`config.mk`:
```
export PLATFORM = sky130hd
export DESIGN_NAME = iop_top
export DESIGN_NICKNAME = d
export VERILOG_FILES = /design/src/iop_pkg.sv /design/src/iop_top.sv /design/src/iop_input_macrocell.sv /design/src/iop_pin_driver.sv
export VERILOG_INCLUDE_DIRS = /design/src
export SDC_FILE = /design/constraint.sdc
export NUM_CORES = 1
export LEC_CHECK = 0
export ABC_AREA = 0
export BUFFER_PORTS_ARGS = -buffer_cell sky130_fd_sc_hd__buf_2
export CAP_MARGIN = 30
export CELL_PAD_IN_SITES_DETAIL_PLACEMENT = 1
export CELL_PAD_IN_SITES_GLOBAL_PLACEMENT = 1
export CORE_MARGIN = 2
export CORE_UTILIZATION = 40
export DETAILED_ROUTE_END_ITERATION = 12
export HOLD_SLACK_MARGIN = 0.1
export PLACE_DENSITY = 0.84
export SLEW_MARGIN = 20
export SYNTH_ARGS = -nofsm -noshare
export SYNTH_HDL_FRONTEND = slang
export SYNTH_HIERARCHICAL = 1
export SYNTH_SLANG_ARGS = --single-unit
export TNS_END_PERCENT = 100
```
`constraint.sdc`:
```
create_clock -name core_clk -period 2.3 [get_ports core_clk]
set_clock_uncertainty 0.15 [all_clocks]
set_input_delay 0.115 -clock core_clk [delete_from_list [all_inputs] [get_ports core_clk]]
set_output_delay 0.115 -clock core_clk [all_outputs]
set_load 0.05 [all_outputs]
```
`src/iop_consts.svh`:
```
// Purpose: Offsets, field positions and reset values of the I/O port block
// Assumes: Host address is five bits: port in [4:3], register in [2:0]
// Notes: Offsets are local to this block's register window
`ifndef IOP_CONSTS_SVH
`define IOP_CONSTS_SVH

// Port and register fields of the host address
`define IOP_ADDR_PORT_HI 4
`define IOP_ADDR_PORT_LO 3
`define IOP_ADDR_REG_HI 2
`define IOP_ADDR_REG_LO 0

// Port codes
`define IOP_PORT_B 2'h0
`define IOP_PORT_C 2'h1
`define IOP_PORT_D 2'h2

// Register codes within a port
`define IOP_REG_PIN_INPUT 3'h0
`define IOP_REG_OUTPUT_VALUE 3'h1
`define IOP_REG_DIRECTION 3'h2
`define IOP_REG_DRIVE_CONFIG 3'h3
`define IOP_REG_OMC_READBACK 3'h4
`define IOP_REG_IMC_READBACK 3'h5

// Reset values
`define IOP_RST_OUTPUT_VALUE 8'h00
`define IOP_RST_DIRECTION 8'h00
`define IOP_RST_DRIVE_CONFIG 8'h00
`define IOP_RST_RDATA 8'h00

// Drive select meaning per bit
`define IOP_B_OD_MASK 8'hf0
`define IOP_B_SLEW_MASK 8'h0f
`define IOP_C_OD_MASK 8'hff
`define IOP_C_SLEW_MASK 8'h00
`define IOP_D_OD_MASK 3'h0
`define IOP_D_SLEW_MASK 3'h7

`endif

```
`src/iop_pkg.sv`:
```
// Purpose: Shared types of the I/O port block
// Assumes: Nothing beyond the consts header
// Notes: Modes of the input macrocells and the top state record
package iop_pkg;

  typedef enum logic [1:0] {
    IOP_IMC_PASS = 2'b00,
    IOP_IMC_REG = 2'b01,
    IOP_IMC_LATCH = 2'b10,
    IOP_IMC_RSVD = 2'b11
  } iop_imc_mode_t;

  typedef struct packed {
    logic [7:0] out_b;
    logic [7:0] out_c;
    logic [2:0] out_d;
    logic [7:0] dir_b;
    logic [7:0] dir_c;
    logic [2:0] dir_d;
    logic [7:0] drv_b;
    logic [7:0] drv_c;
    logic [2:0] drv_d;
    logic [7:0] rdata;
    logic rvalid;
    logic [2:0] d_array_in;
  } iop_regs_t;

  typedef struct packed {
    logic [7:0] q;
    logic pt_lo_d;
    logic pt_hi_d;
  } iop_imc_state_t;

endpackage

```
`src/iop_top.sv`:
```
// Purpose: Three configurable I/O ports with host registers
// Assumes: Host strobes and pins are synchronous to core_clk
// Notes: Overview of operation
// Overview of operation
// - Ports B and C have eight pins, port D three; each pin configured alone.
// - Per pin mux picks output value, array macrocell, or port D select term.
// - Driver enable is enable term OR direction bit, gated off for open drain pins driving high and for port C during programming.
// - Without enable term or array output, direction bit alone drives the enable.
// - Direction 1 is output, 0 input; all pins reset as inputs.
// - Pin input register reads the real pin level.
// - Written output value drives the pin; array-driven pins ignore it.
// - Output value readable and writable, pin input readable, at any time.
// - Bit n of each port register belongs to pin n of that port.
// - All port configuration registers reset to zero.
// - Each host read returns exactly one selected source.
// - Ports B and C inputs pass input macrocells: register, latch or pass.
// - Port D inputs reach the array directly.
// - B from AB group or BC group, C from BC group, D from select terms.
// - Array outputs tri-state when enable term and direction bit are both inactive, when open drain drives high, and on port C during programming.
// - In-system programming lives on port C only, shared otherwise.
// - Host reads levels, sets directions and levels through the registers.
// - Pin is input when direction and enable term are both inactive, when open drain drives high, or on port C during programming.
// - Only the low three direction bits of port D exist.
// - Drive select 1 means open drain or fast slew per pin; default push-pull.
`include "iop_consts.svh"

module iop_top
  import iop_pkg::*;
(
  input wire logic core_clk,
  input wire logic arst_n,
  // Host register port
  input wire logic host_sel,
  input wire logic host_wr,
  input wire logic host_rd,
  input wire logic [4:0] host_addr,
  input wire logic [7:0] host_wdata,
  output logic [7:0] host_rdata,
  output logic host_rvalid,
  // Port B pins
  input wire logic [7:0] port_b_in,
  output logic [7:0] port_b_out,
  output logic [7:0] port_b_oe,
  output logic [7:0] port_b_fast,
  // Port C pins
  input wire logic [7:0] port_c_in,
  output logic [7:0] port_c_out,
  output logic [7:0] port_c_oe,
  output logic [7:0] port_c_fast,
  // Port D pins
  input wire logic [2:0] port_d_in,
  output logic [2:0] port_d_out,
  output logic [2:0] port_d_oe,
  output logic [2:0] port_d_fast,
  // Logic array side
  input wire logic [7:0] ab_macrocell_group,
  input wire logic [7:0] bc_macrocell_group,
  input wire logic [2:0] ext_select_terms,
  input wire logic [7:0] oe_term_b,
  input wire logic [7:0] oe_term_c,
  input wire logic [2:0] oe_term_d,
  input wire logic [7:0] b_array_out_sel,
  input wire logic [7:0] b_use_bc_group,
  input wire logic [7:0] c_array_out_sel,
  input wire logic [2:0] d_ext_select_sel,
  input wire logic [15:0] b_input_macrocell_mode,
  input wire logic [15:0] c_input_macrocell_mode,
  input wire logic b_imc_pt_lo,
  input wire logic b_imc_pt_hi,
  input wire logic c_imc_pt_lo,
  input wire logic c_imc_pt_hi,
  input wire logic in_system_programming,
  output logic [7:0] b_input_macrocell,
  output logic [7:0] c_input_macrocell,
  output logic [2:0] d_array_input
);

  iop_regs_t regs_reg;
  iop_regs_t regs_next;

  logic [7:0] b_array_val;
  logic [7:0] b_imc_q;
  logic [7:0] c_imc_q;
  logic [2:0] addr_reg_code;

  // Port D words padded to the bus width
  logic [7:0] d_pin_wide;
  logic [7:0] d_out_wide;
  logic [7:0] d_dir_wide;
  logic [7:0] d_drv_wide;
  logic [7:0] d_sel_wide;
  logic [7:0] d_arr_wide;

  // One candidate word per port; the read decode picks one of them
  logic [7:0] b_rd_word;
  logic [7:0] c_rd_word;
  logic [7:0] d_rd_word;

  // One source per read; unmapped codes read zero
  function automatic logic [7:0] iop_pick_source(
    input logic [2:0] reg_code,
    input logic [7:0] pin_level,
    input logic [7:0] out_val,
    input logic [7:0] dir_val,
    input logic [7:0] drv_val,
    input logic [7:0] omc_val,
    input logic [7:0] imc_val
  );
    logic [7:0] r;
    r = 8'h00;
    case (reg_code)
      `IOP_REG_PIN_INPUT: r = pin_level;
      `IOP_REG_OUTPUT_VALUE: r = out_val;
      `IOP_REG_DIRECTION: r = dir_val;
      `IOP_REG_DRIVE_CONFIG: r = drv_val;
      `IOP_REG_OMC_READBACK: r = omc_val;
      `IOP_REG_IMC_READBACK: r = imc_val;
      default: r = 8'h00;
    endcase
    return r;
  endfunction

  // Port D has three pins; the missing upper bits always read zero
  function automatic logic [7:0] iop_pad_d(
    input logic [2:0] v
  );
    return {5'h00, v};
  endfunction

  // Port B may take either macrocell group per pin
  assign b_array_val = (b_use_bc_group & bc_macrocell_group) |
                       (~b_use_bc_group & ab_macrocell_group);

  assign addr_reg_code = host_addr[`IOP_ADDR_REG_HI:`IOP_ADDR_REG_LO];

  assign d_pin_wide = iop_pad_d(port_d_in);
  assign d_out_wide = iop_pad_d(regs_reg.out_d);
  assign d_dir_wide = iop_pad_d(regs_reg.dir_d);
  assign d_drv_wide = iop_pad_d(regs_reg.drv_d);
  assign d_sel_wide = iop_pad_d(ext_select_terms);
  assign d_arr_wide = iop_pad_d(regs_reg.d_array_in);

  // Each readback word places exactly one source on the bus
  assign b_rd_word = iop_pick_source(
    addr_reg_code,
    port_b_in,
    regs_reg.out_b,
    regs_reg.dir_b,
    regs_reg.drv_b,
    b_array_val,
    b_imc_q
  );

  assign c_rd_word = iop_pick_source(
    addr_reg_code,
    port_c_in,
    regs_reg.out_c,
    regs_reg.dir_c,
    regs_reg.drv_c,
    bc_macrocell_group,
    c_imc_q
  );

  assign d_rd_word = iop_pick_source(
    addr_reg_code,
    d_pin_wide,
    d_out_wide,
    d_dir_wide,
    d_drv_wide,
    d_sel_wide,
    d_arr_wide
  );

  always_comb begin
    logic [1:0] port_code;
    logic [2:0] reg_code;
    logic wr;
    logic rd;
    port_code = host_addr[`IOP_ADDR_PORT_HI:`IOP_ADDR_PORT_LO];
    reg_code = host_addr[`IOP_ADDR_REG_HI:`IOP_ADDR_REG_LO];
    wr = host_sel && host_wr;
    rd = host_sel && host_rd && !host_wr;
    regs_next = regs_reg;
    // Both strobes together count as a write only
    regs_next.rvalid = rd;
    // Port D pins enter the array with no macrocell in the way
    regs_next.d_array_in = port_d_in;

    // Writes land at the taking edge, with no wait state
    if (wr) begin
      case (port_code)
        `IOP_PORT_B: begin
          case (reg_code)
            `IOP_REG_OUTPUT_VALUE: regs_next.out_b = host_wdata;
            `IOP_REG_DIRECTION: regs_next.dir_b = host_wdata;
            `IOP_REG_DRIVE_CONFIG: regs_next.drv_b = host_wdata;
            default: regs_next.out_b = regs_reg.out_b;
          endcase
        end
        `IOP_PORT_C: begin
          case (reg_code)
            `IOP_REG_OUTPUT_VALUE: regs_next.out_c = host_wdata;
            `IOP_REG_DIRECTION: regs_next.dir_c = host_wdata;
            `IOP_REG_DRIVE_CONFIG: regs_next.drv_c = host_wdata;
            default: regs_next.out_c = regs_reg.out_c;
          endcase
        end
        `IOP_PORT_D: begin
          // Upper bits of port D do not exist
          case (reg_code)
            `IOP_REG_OUTPUT_VALUE: regs_next.out_d = host_wdata[2:0];
            `IOP_REG_DIRECTION: regs_next.dir_d = host_wdata[2:0];
            `IOP_REG_DRIVE_CONFIG: regs_next.drv_d = host_wdata[2:0];
            default: regs_next.out_d = regs_reg.out_d;
          endcase
        end
        default: regs_next.out_b = regs_reg.out_b;
      endcase
    end

    // Read sees register values from before a same-edge write
    if (rd) begin
      case (port_code)
        `IOP_PORT_B: regs_next.rdata = b_rd_word;
        `IOP_PORT_C: regs_next.rdata = c_rd_word;
        `IOP_PORT_D: regs_next.rdata = d_rd_word;
        default: regs_next.rdata = 8'h00;
      endcase
    end
  end

  always_ff @(posedge core_clk or negedge arst_n) begin
    if (!arst_n) begin
      regs_reg.out_b <= `IOP_RST_OUTPUT_VALUE;
      regs_reg.out_c <= `IOP_RST_OUTPUT_VALUE;
      regs_reg.out_d <= 3'h0;
      // Pins come up as inputs until the host sets a direction
      regs_reg.dir_b <= `IOP_RST_DIRECTION;
      regs_reg.dir_c <= `IOP_RST_DIRECTION;
      regs_reg.dir_d <= 3'h0;
      regs_reg.drv_b <= `IOP_RST_DRIVE_CONFIG;
      regs_reg.drv_c <= `IOP_RST_DRIVE_CONFIG;
      regs_reg.drv_d <= 3'h0;
      regs_reg.rdata <= `IOP_RST_RDATA;
      regs_reg.rvalid <= 1'b0;
      regs_reg.d_array_in <= 3'h0;
    end else begin
      regs_reg <= regs_next;
    end
  end

  // Read data holds until the next read
  assign host_rdata = regs_reg.rdata;
  assign host_rvalid = regs_reg.rvalid;
  assign d_array_input = regs_reg.d_array_in;

  // Port B: eight pins, AB or BC macrocells
  iop_pin_driver #(
    .W(8),
    .OD_MASK(`IOP_B_OD_MASK),
    .SLEW_MASK(`IOP_B_SLEW_MASK)
  ) u_drv_b (
    .core_clk(core_clk),
    .arst_n(arst_n),
    .data_out(regs_reg.out_b),
    .dir(regs_reg.dir_b),
    .drive_cfg(regs_reg.drv_b),
    .array_sel(b_array_out_sel),
    .array_val(b_array_val),
    .oe_term(oe_term_b),
    .release_all(1'b0),
    .pin_o(port_b_out),
    .pin_oe(port_b_oe),
    .pin_fast(port_b_fast)
  );

  // Port C: programming takes the pins over while active
  iop_pin_driver #(
    .W(8),
    .OD_MASK(`IOP_C_OD_MASK),
    .SLEW_MASK(`IOP_C_SLEW_MASK)
  ) u_drv_c (
    .core_clk(core_clk),
    .arst_n(arst_n),
    .data_out(regs_reg.out_c),
    .dir(regs_reg.dir_c),
    .drive_cfg(regs_reg.drv_c),
    .array_sel(c_array_out_sel),
    .array_val(bc_macrocell_group),
    .oe_term(oe_term_c),
    .release_all(in_system_programming),
    .pin_o(port_c_out),
    .pin_oe(port_c_oe),
    .pin_fast(port_c_fast)
  );

  // Port D: three pins, select terms need no macrocell
  iop_pin_driver #(
    .W(3),
    .OD_MASK(`IOP_D_OD_MASK),
    .SLEW_MASK(`IOP_D_SLEW_MASK)
  ) u_drv_d (
    .core_clk(core_clk),
    .arst_n(arst_n),
    .data_out(regs_reg.out_d),
    .dir(regs_reg.dir_d),
    .drive_cfg(regs_reg.drv_d),
    .array_sel(d_ext_select_sel),
    .array_val(ext_select_terms),
    .oe_term(oe_term_d),
    .release_all(1'b0),
    .pin_o(port_d_out),
    .pin_oe(port_d_oe),
    .pin_fast(port_d_fast)
  );

  // Ports B and C only; port D pins skip the macrocells
  iop_input_macrocell u_imc_b (
    .core_clk(core_clk),
    .arst_n(arst_n),
    .pin_level(port_b_in),
    .cell_mode(b_input_macrocell_mode),
    .pt_lo(b_imc_pt_lo),
    .pt_hi(b_imc_pt_hi),
    .cell_out(b_imc_q)
  );

  iop_input_macrocell u_imc_c (
    .core_clk(core_clk),
    .arst_n(arst_n),
    .pin_level(port_c_in),
    .cell_mode(c_input_macrocell_mode),
    .pt_lo(c_imc_pt_lo),
    .pt_hi(c_imc_pt_hi),
    .cell_out(c_imc_q)
  );

  // Macrocell outputs also feed the host readback
  assign b_input_macrocell = b_imc_q;
  assign c_input_macrocell = c_imc_q;

endmodule

```
`src/iop_input_macrocell.sv`:
```
// Purpose: Eight input macrocells of one port
// Assumes: Pins and product terms are synchronous to core_clk
// Notes: Low nibble shares one product term, high nibble another
`include "iop_consts.svh"

module iop_input_macrocell
  import iop_pkg::*;
(
  input wire logic core_clk,
  input wire logic arst_n,
  input wire logic [7:0] pin_level,
  input wire logic [15:0] cell_mode,
  input wire logic pt_lo,
  input wire logic pt_hi,
  output logic [7:0] cell_out
);

  iop_imc_state_t st_reg;
  iop_imc_state_t st_next;

  always_comb begin
    logic pt;
    logic pt_d;
    iop_imc_mode_t mode;
    pt = 1'b0;
    pt_d = 1'b0;
    mode = IOP_IMC_PASS;
    st_next = st_reg;
    st_next.pt_lo_d = pt_lo;
    st_next.pt_hi_d = pt_hi;
    for (int i = 0; i < 8; i++) begin
      pt = (i < 4) ? pt_lo : pt_hi;
      pt_d = (i < 4) ? st_reg.pt_lo_d : st_reg.pt_hi_d;
      mode = iop_imc_mode_t'(cell_mode[2*i +: 2]);
      case (mode)
        IOP_IMC_PASS: st_next.q[i] = pin_level[i];
        IOP_IMC_REG: begin
          // Rising edge of the clocking term captures the pin
          if (pt && !pt_d) begin
            st_next.q[i] = pin_level[i];
          end
        end
        IOP_IMC_LATCH: begin
          if (pt) begin
            st_next.q[i] = pin_level[i];
          end
        end
        default: st_next.q[i] = pin_level[i];
      endcase
    end
  end

  always_ff @(posedge core_clk or negedge arst_n) begin
    if (!arst_n) begin
      st_reg <= '0;
    end else begin
      st_reg <= st_next;
    end
  end

  assign cell_out = st_reg.q;

endmodule

```
`src/iop_pin_driver.sv`:
```
// Purpose: Output multiplexer and driver control of one port
// Assumes: Array values and enable terms are synchronous to core_clk
// Notes: Open drain pins only ever drive low
`include "iop_consts.svh"

module iop_pin_driver #(
  parameter int W = 8,
  parameter logic [W-1:0] OD_MASK = '0,
  parameter logic [W-1:0] SLEW_MASK = '0
) (
  input wire logic core_clk,
  input wire logic arst_n,
  input wire logic [W-1:0] data_out,
  input wire logic [W-1:0] dir,
  input wire logic [W-1:0] drive_cfg,
  input wire logic [W-1:0] array_sel,
  input wire logic [W-1:0] array_val,
  input wire logic [W-1:0] oe_term,
  input wire logic release_all,
  output logic [W-1:0] pin_o,
  output logic [W-1:0] pin_oe,
  output logic [W-1:0] pin_fast
);

  typedef struct packed {
    logic [W-1:0] o;
    logic [W-1:0] oe;
    logic [W-1:0] fast;
  } iop_drv_state_t;

  iop_drv_state_t st_reg;
  iop_drv_state_t st_next;

  always_comb begin
    logic [W-1:0] val;
    logic [W-1:0] en;
    logic [W-1:0] od;
    // Array-driven bits ignore the output value register
    val = (array_sel & array_val) | (~array_sel & data_out);
    // Without an enable term the direction bit alone decides
    en = oe_term | dir;
    od = drive_cfg & OD_MASK;
    st_next.o = val & ~od;
    st_next.oe = release_all ? '0 : (en & (~od | ~val));
    st_next.fast = drive_cfg & SLEW_MASK;
  end

  always_ff @(posedge core_clk or negedge arst_n) begin
    if (!arst_n) begin
      st_reg <= '0;
    end else begin
      st_reg <= st_next;
    end
  end

  assign pin_o = st_reg.o;
  assign pin_oe = st_reg.oe;
  assign pin_fast = st_reg.fast;

endmodule

```
---- Word-level counts from Yosys, hierarchy flattened ----
Index checks and enable logic that the tools add are counted.
cells by class
  reduce and logical (&&, ||, !) cells .... 39
  bitwise gates (word level) .............. 29
  multiplexer cells ....................... 53
  equal/unequal tests ..................... 71
operators by type and width
  kind                count
  $pmux 8 s6          2
  $and 8x8->8         10
  $not 8->8           7
  $or 8x8->8          7
  $eq 2x1->1 const B  17
  $eq 2x2->1 const B  17
  $mux 1              32
  $ne 2x1->1 const B  16
  $ne 2x2->1 const B  16
  $pmux 1 s2          16
  $reduce_and 2->1    16
  $reduce_and 3->1    9
  $pmux 8 s3          1
  $pmux 3 s6          1
  $mux 8              1
  $logic_and 1x1->1   7
  $and 3x3->3         2
  $eq 3x2->1 const B  2
  $eq 3x3->1 const B  2
  $or 3x3->3          2
  $logic_not 1->1     5
  $eq 3x1->1 const B  1
  $logic_not 3->1     1
  $not 3->3           1
  $logic_not 2->1     1
storage, ports and cells
  output and inout port bits .............. 85
  register bits after elaboration ......... 134
  input bits .............................. 139

---- Depth between registers and ports, before layout ----
  depth in word-level cells ............... 8
  gate-level depth with buffers ........... 8

---- Hierarchy ----
The synthesis kept the hierarchy.
modules (own cells, without submodules)
  module                    area each (um^2)  cells an instance  instances
  iop_top                   3,826.2           316                1
  iop_input_macrocell       558.0             50                 2
  iop_pin_driver (u_drv_c)  769.5             58                 1
  iop_pin_driver (u_drv_b)  764.5             54                 1
  iop_pin_driver (u_drv_d)  300.3             15                 1

---- Least setup slack after synthesis ----
OpenSTA, ideal clock, no wires.
  path kind ............................... flip-flop to flip-flop
  start ................................... register u_imc_c.st_reg (netlist bit u_imc_c/cell_out[1])
  end ..................................... register regs_reg (netlist bit host_rdata[1])
  required time ........................... 2.024 ns
  clock period less this slack ............ 1.693 ns
  arrival ................................. 1.417 ns
  buffers on the path ..................... 1
  setup slack ............................. 0.607 ns
  setup time .............................. 0.126 ns
  stages on the path, launching flop included .. 6
  path through ............................ dfrtp_1 buf_4 mux2_2 a222oi_1 o32ai_1 a221o_1
between the ends
  longest elaborated chain between the ends .. 2
ends and longest elaborated chain
  item                      line                       RTL
  start: declaration        iop_input_macrocell.sv:18  iop_imc_state_t st_reg;
  start signal: assignment  iop_input_macrocell.sv:57  st_reg <= st_next;
  $pmux 8 s6                iop_top.sv:111             case (reg_code)
  $pmux 8 s3                iop_top.sv:223             case (port_code)
  end signal: assignment    iop_top.sv:248             regs_reg <= regs_next;
  end: declaration          iop_top.sv:78              iop_regs_t regs_reg;
Every way passes these cells.
A chain may end at the register's enable or synchronous reset.

---- Worst setup path after layout ----
  start ................................... register regs_reg[21] in the netlist's numbering
  end ..................................... register regs_reg (netlist bit host_rdata[6])
between the ends
  longest elaborated chain between the ends .. 2
ends and longest elaborated chain
  item        line
  $pmux 8 s6  iop_top.sv:111
  $pmux 8 s3  iop_top.sv:223
Every way passes these cells.

==> qor.yml <==
logic_synthesis:
  synthCells: 543
  synthTopCellsByArea: "dfrtp_1, mux2_2, buf_4"
  synth.largest_area_cell: "dfrtp_1"
  synth_ff_type: "dfrtp_1"
  synthTopCellsByCount: "dfrtp_1, mux2_2, buf_4"
  synth.most_common_cell: "dfrtp_1"
  synth_cell_types: 54
  async_flop_share: 1.00
  synth_top_area_frac: 0.495
  synth_seq_cells: 134
  syn_area_sq_um: 6780
  synth.avg_cell_area_sq_um: 12.5
  yosysWarnings: 6
  ys_seq_area_frac: 0.495
  synth_edf_count: 0
detailed_routing:
  drc: 0
  avgViaCountPerCell: 5.56
  wl_per_cell_microns: 24.8
  via_count: 6088
  final_antenna_net_count: 0
  drt_first_pass_iters: 5
  wirelength_microns: 27200
  drt_iter0_drc: 426
pwr:
  p_leak_nw: 4.70
  switchingPower_mw: 2.50
  switching_share: 0.324
  ir_drop_mv: 0.551
  seqPwrFrac: 0.375
  power_frac_clock: 0.374
  p_per_area_nw_per_um2: 793
  power_frac_comb: 0.252
  intPower_mw: 5.22
finish:
  drive_gt1_frac: 0.428
  fin_nets: 1000
  fillers: 1751
  largest_reg_flops: 48
  stdcell_area_sq_um: 9730
  regArea_sq_um: 3350
  multiInputGateArea_sq_um: 3050
  finalNonFillerCells: 1095
  syn_to_final_growth_pct: 43.6
run_status:
  status: "complete, no violations"
setup_path:
  crit_required_ps: 2470
  cp_top_family: "compound AO/OA/AOI/OAI gates"
  cp_max_fo: 4
  cp_slowest_cell: "dlygate4sd3_1"
  path_cells: "mux2i_1 -> nor2_1 -> a21oi_1 -> o211ai_1 -> dlygate4sd3_1 -> a32o_1"
  cp-end-kind: "register"
  cp.arrival_ps: 2420
  critical_path_buf_inv_count: 1
  cpPeakStageDelay_ps: 610
  crit_type: "reg -> reg"
  critPathLaunchType: "register"
clock_network:
  ctsHtreeMaxLevel: 4
  cts_made_buffers: 17
  cts_root_buf: "clkbuf_16"
  clk_latency_ps: 440
  cts_tree: "done"
  cts.sinks: 134
  clkSlewWorstSetupHoldPaths_ps: 60
  cts.path.max_buffers: 2
grt:
  grt_max_degree: 63
  antenna_found_initial: 1
  grt_util_all_layers: 0.308
  grt_pass1_wl_microns: 41300
  grt_pass1_vias: 6835
  overflow: 0
sta:
  finalHoldViolations: 0
  fin_setup_tns_ps: 0
  final-setup-viol-count: 0
  min_period_over_period: 0.979
  maxSlewViolCount: 0
  fin_hold_ws_ps: 131
  relSlewSlack: 0.645
  period_needed_ps: 2250
  max_freq_mhz: 444
  rsz0062_at_grt: "false"
  worstMarginPinSlew_ps: 532
  worst_slack_ps: 48.6
floorplanning:
  num_rows: 47
  die_x_microns: 134
  dieArea_sq_um: 18000
  initial_core_util: 0.409
  coreArea_sq_um: 16600
  die_y_microns: 134
  ioPinCount: 224
placed_design:
  gp_congestion: 0.912
  post-place-cells: 938
  placed_cell_area_sq_um: 7880
  hpwl_microns: 16700
  numPortBuffers: 211
  dp_slack_ps: 251
job:
  cap_violations: 0
hold_path:
  hold_class: "in -> reg"
[cells by family after synthesis]
kind of cell              share of synthesized area
AOI/OAI and AO/OA                            0.0958
xor gates and xnor gates                     0.0207
buffers and inverters                        0.0624
DFF                                           0.495
muxes                                         0.239
other                                       0.00166
and+or+nand+nor                              0.0853
[routing by layer]
layer  part of all wire  vias up  global-route usage
li1                   -     2539                   -
met1               0.37     3044               0.350
met2               0.50      379               0.527
met3              0.068      126              0.0718
met4              0.057        0               0.184
met5                  0        -                   0
[cells in the final DEF, fill, tap and decap left out, types with 4 or more instances in the layout]
cell type	n
a211oi_2	12
clkbuf_1	4
a32o_1	4
mux2_4	15
mux2_2	74
clkbuf_16	17
mux4_2	5
xnor2_1	16
clkbuf_8	4
o21ai_0	8
dlygate4sd3_1	122
buf_4	10
a21oi_1	27
mux2i_1	27
nand2b_1	18
buf_2	210
mux2_1	16
a31oi_1	5
dfrtp_1	133
conb_1	16
nand3_1	6
nor2_1	37
nand2_1	10
nor2b_1	12
[final timing paths]
| check | slack [ps] | startpoint | depth (start not counted) | end |
|---|---|---|---|---|
| max reg2reg | 50 | regs_reg[21] | 6 | host_rdata[6] |
| min reg2reg | 270 | regs_reg[25] | 0 | u_drv_b/pin_fast[2] |
| max | 50 | regs_reg[21] | 6 | host_rdata[6] |
| max in group asynchronous | 650 | arst_n | 4 | u_imc_c/st_reg[0] |
| min in group asynchronous | 590 | arst_n | 3 | u_drv_d/pin_oe[1] |
| min | 130 | ext_select_terms[2] | 5 | host_rdata[2] |
[stage by stage]
stage	power [mW]	util
6_report	7.72	0.587
5_1_grt	7.96	0.587
4_1_cts	7.59	0.585
3_5_place_dp	4.52	0.475
3_3_place_gp	4.45	0.475
2_1_floorplan	4.01	-
[worst register-to-register path, delay by kind of cell, from the launching register on]
kind                   cells  cell delay (ps)
buffers and inverters      1              610
multiplexers               1              250
AND/OR/NAND/NOR            1               80
flip-flops                 1              430
AO/OA/AOI/OAI              3              620
[repair_timing]
action,4_1_cts,5_1_grt
buffers inserted,0,2
resized for setup,0,1
hold buffers,122,0
hold endpoints to repair,260,0
setup endpoints to repair,0,1
[power by group through the flow]
stage	clock [mW]	combinational (mW)	sequential, mW
5_1_grt	3.02	2.02	2.92
3_3_place_gp	0	1.56	2.89
4_1_cts	2.87	1.86	2.87
3_5_place_dp	0	1.62	2.90
2_1_floorplan	0	0.894	3.12
6_report	2.89	1.94	2.89
[final cells by class]
cell class / instances / area share
Clock inverter: 7 / 0.0121
Inverter: 4 / 0.00154
Timing Repair Buffer: 346 / 0.249
Multi-Input combinational cell: 358 / 0.313
Antenna cell: 1 / 0.000257
Clock buffer: 25 / 0.0509
Sequential cell: 134 / 0.345
Tap cell: 220 / 0.0283
(Power assumes the default switching activity.)
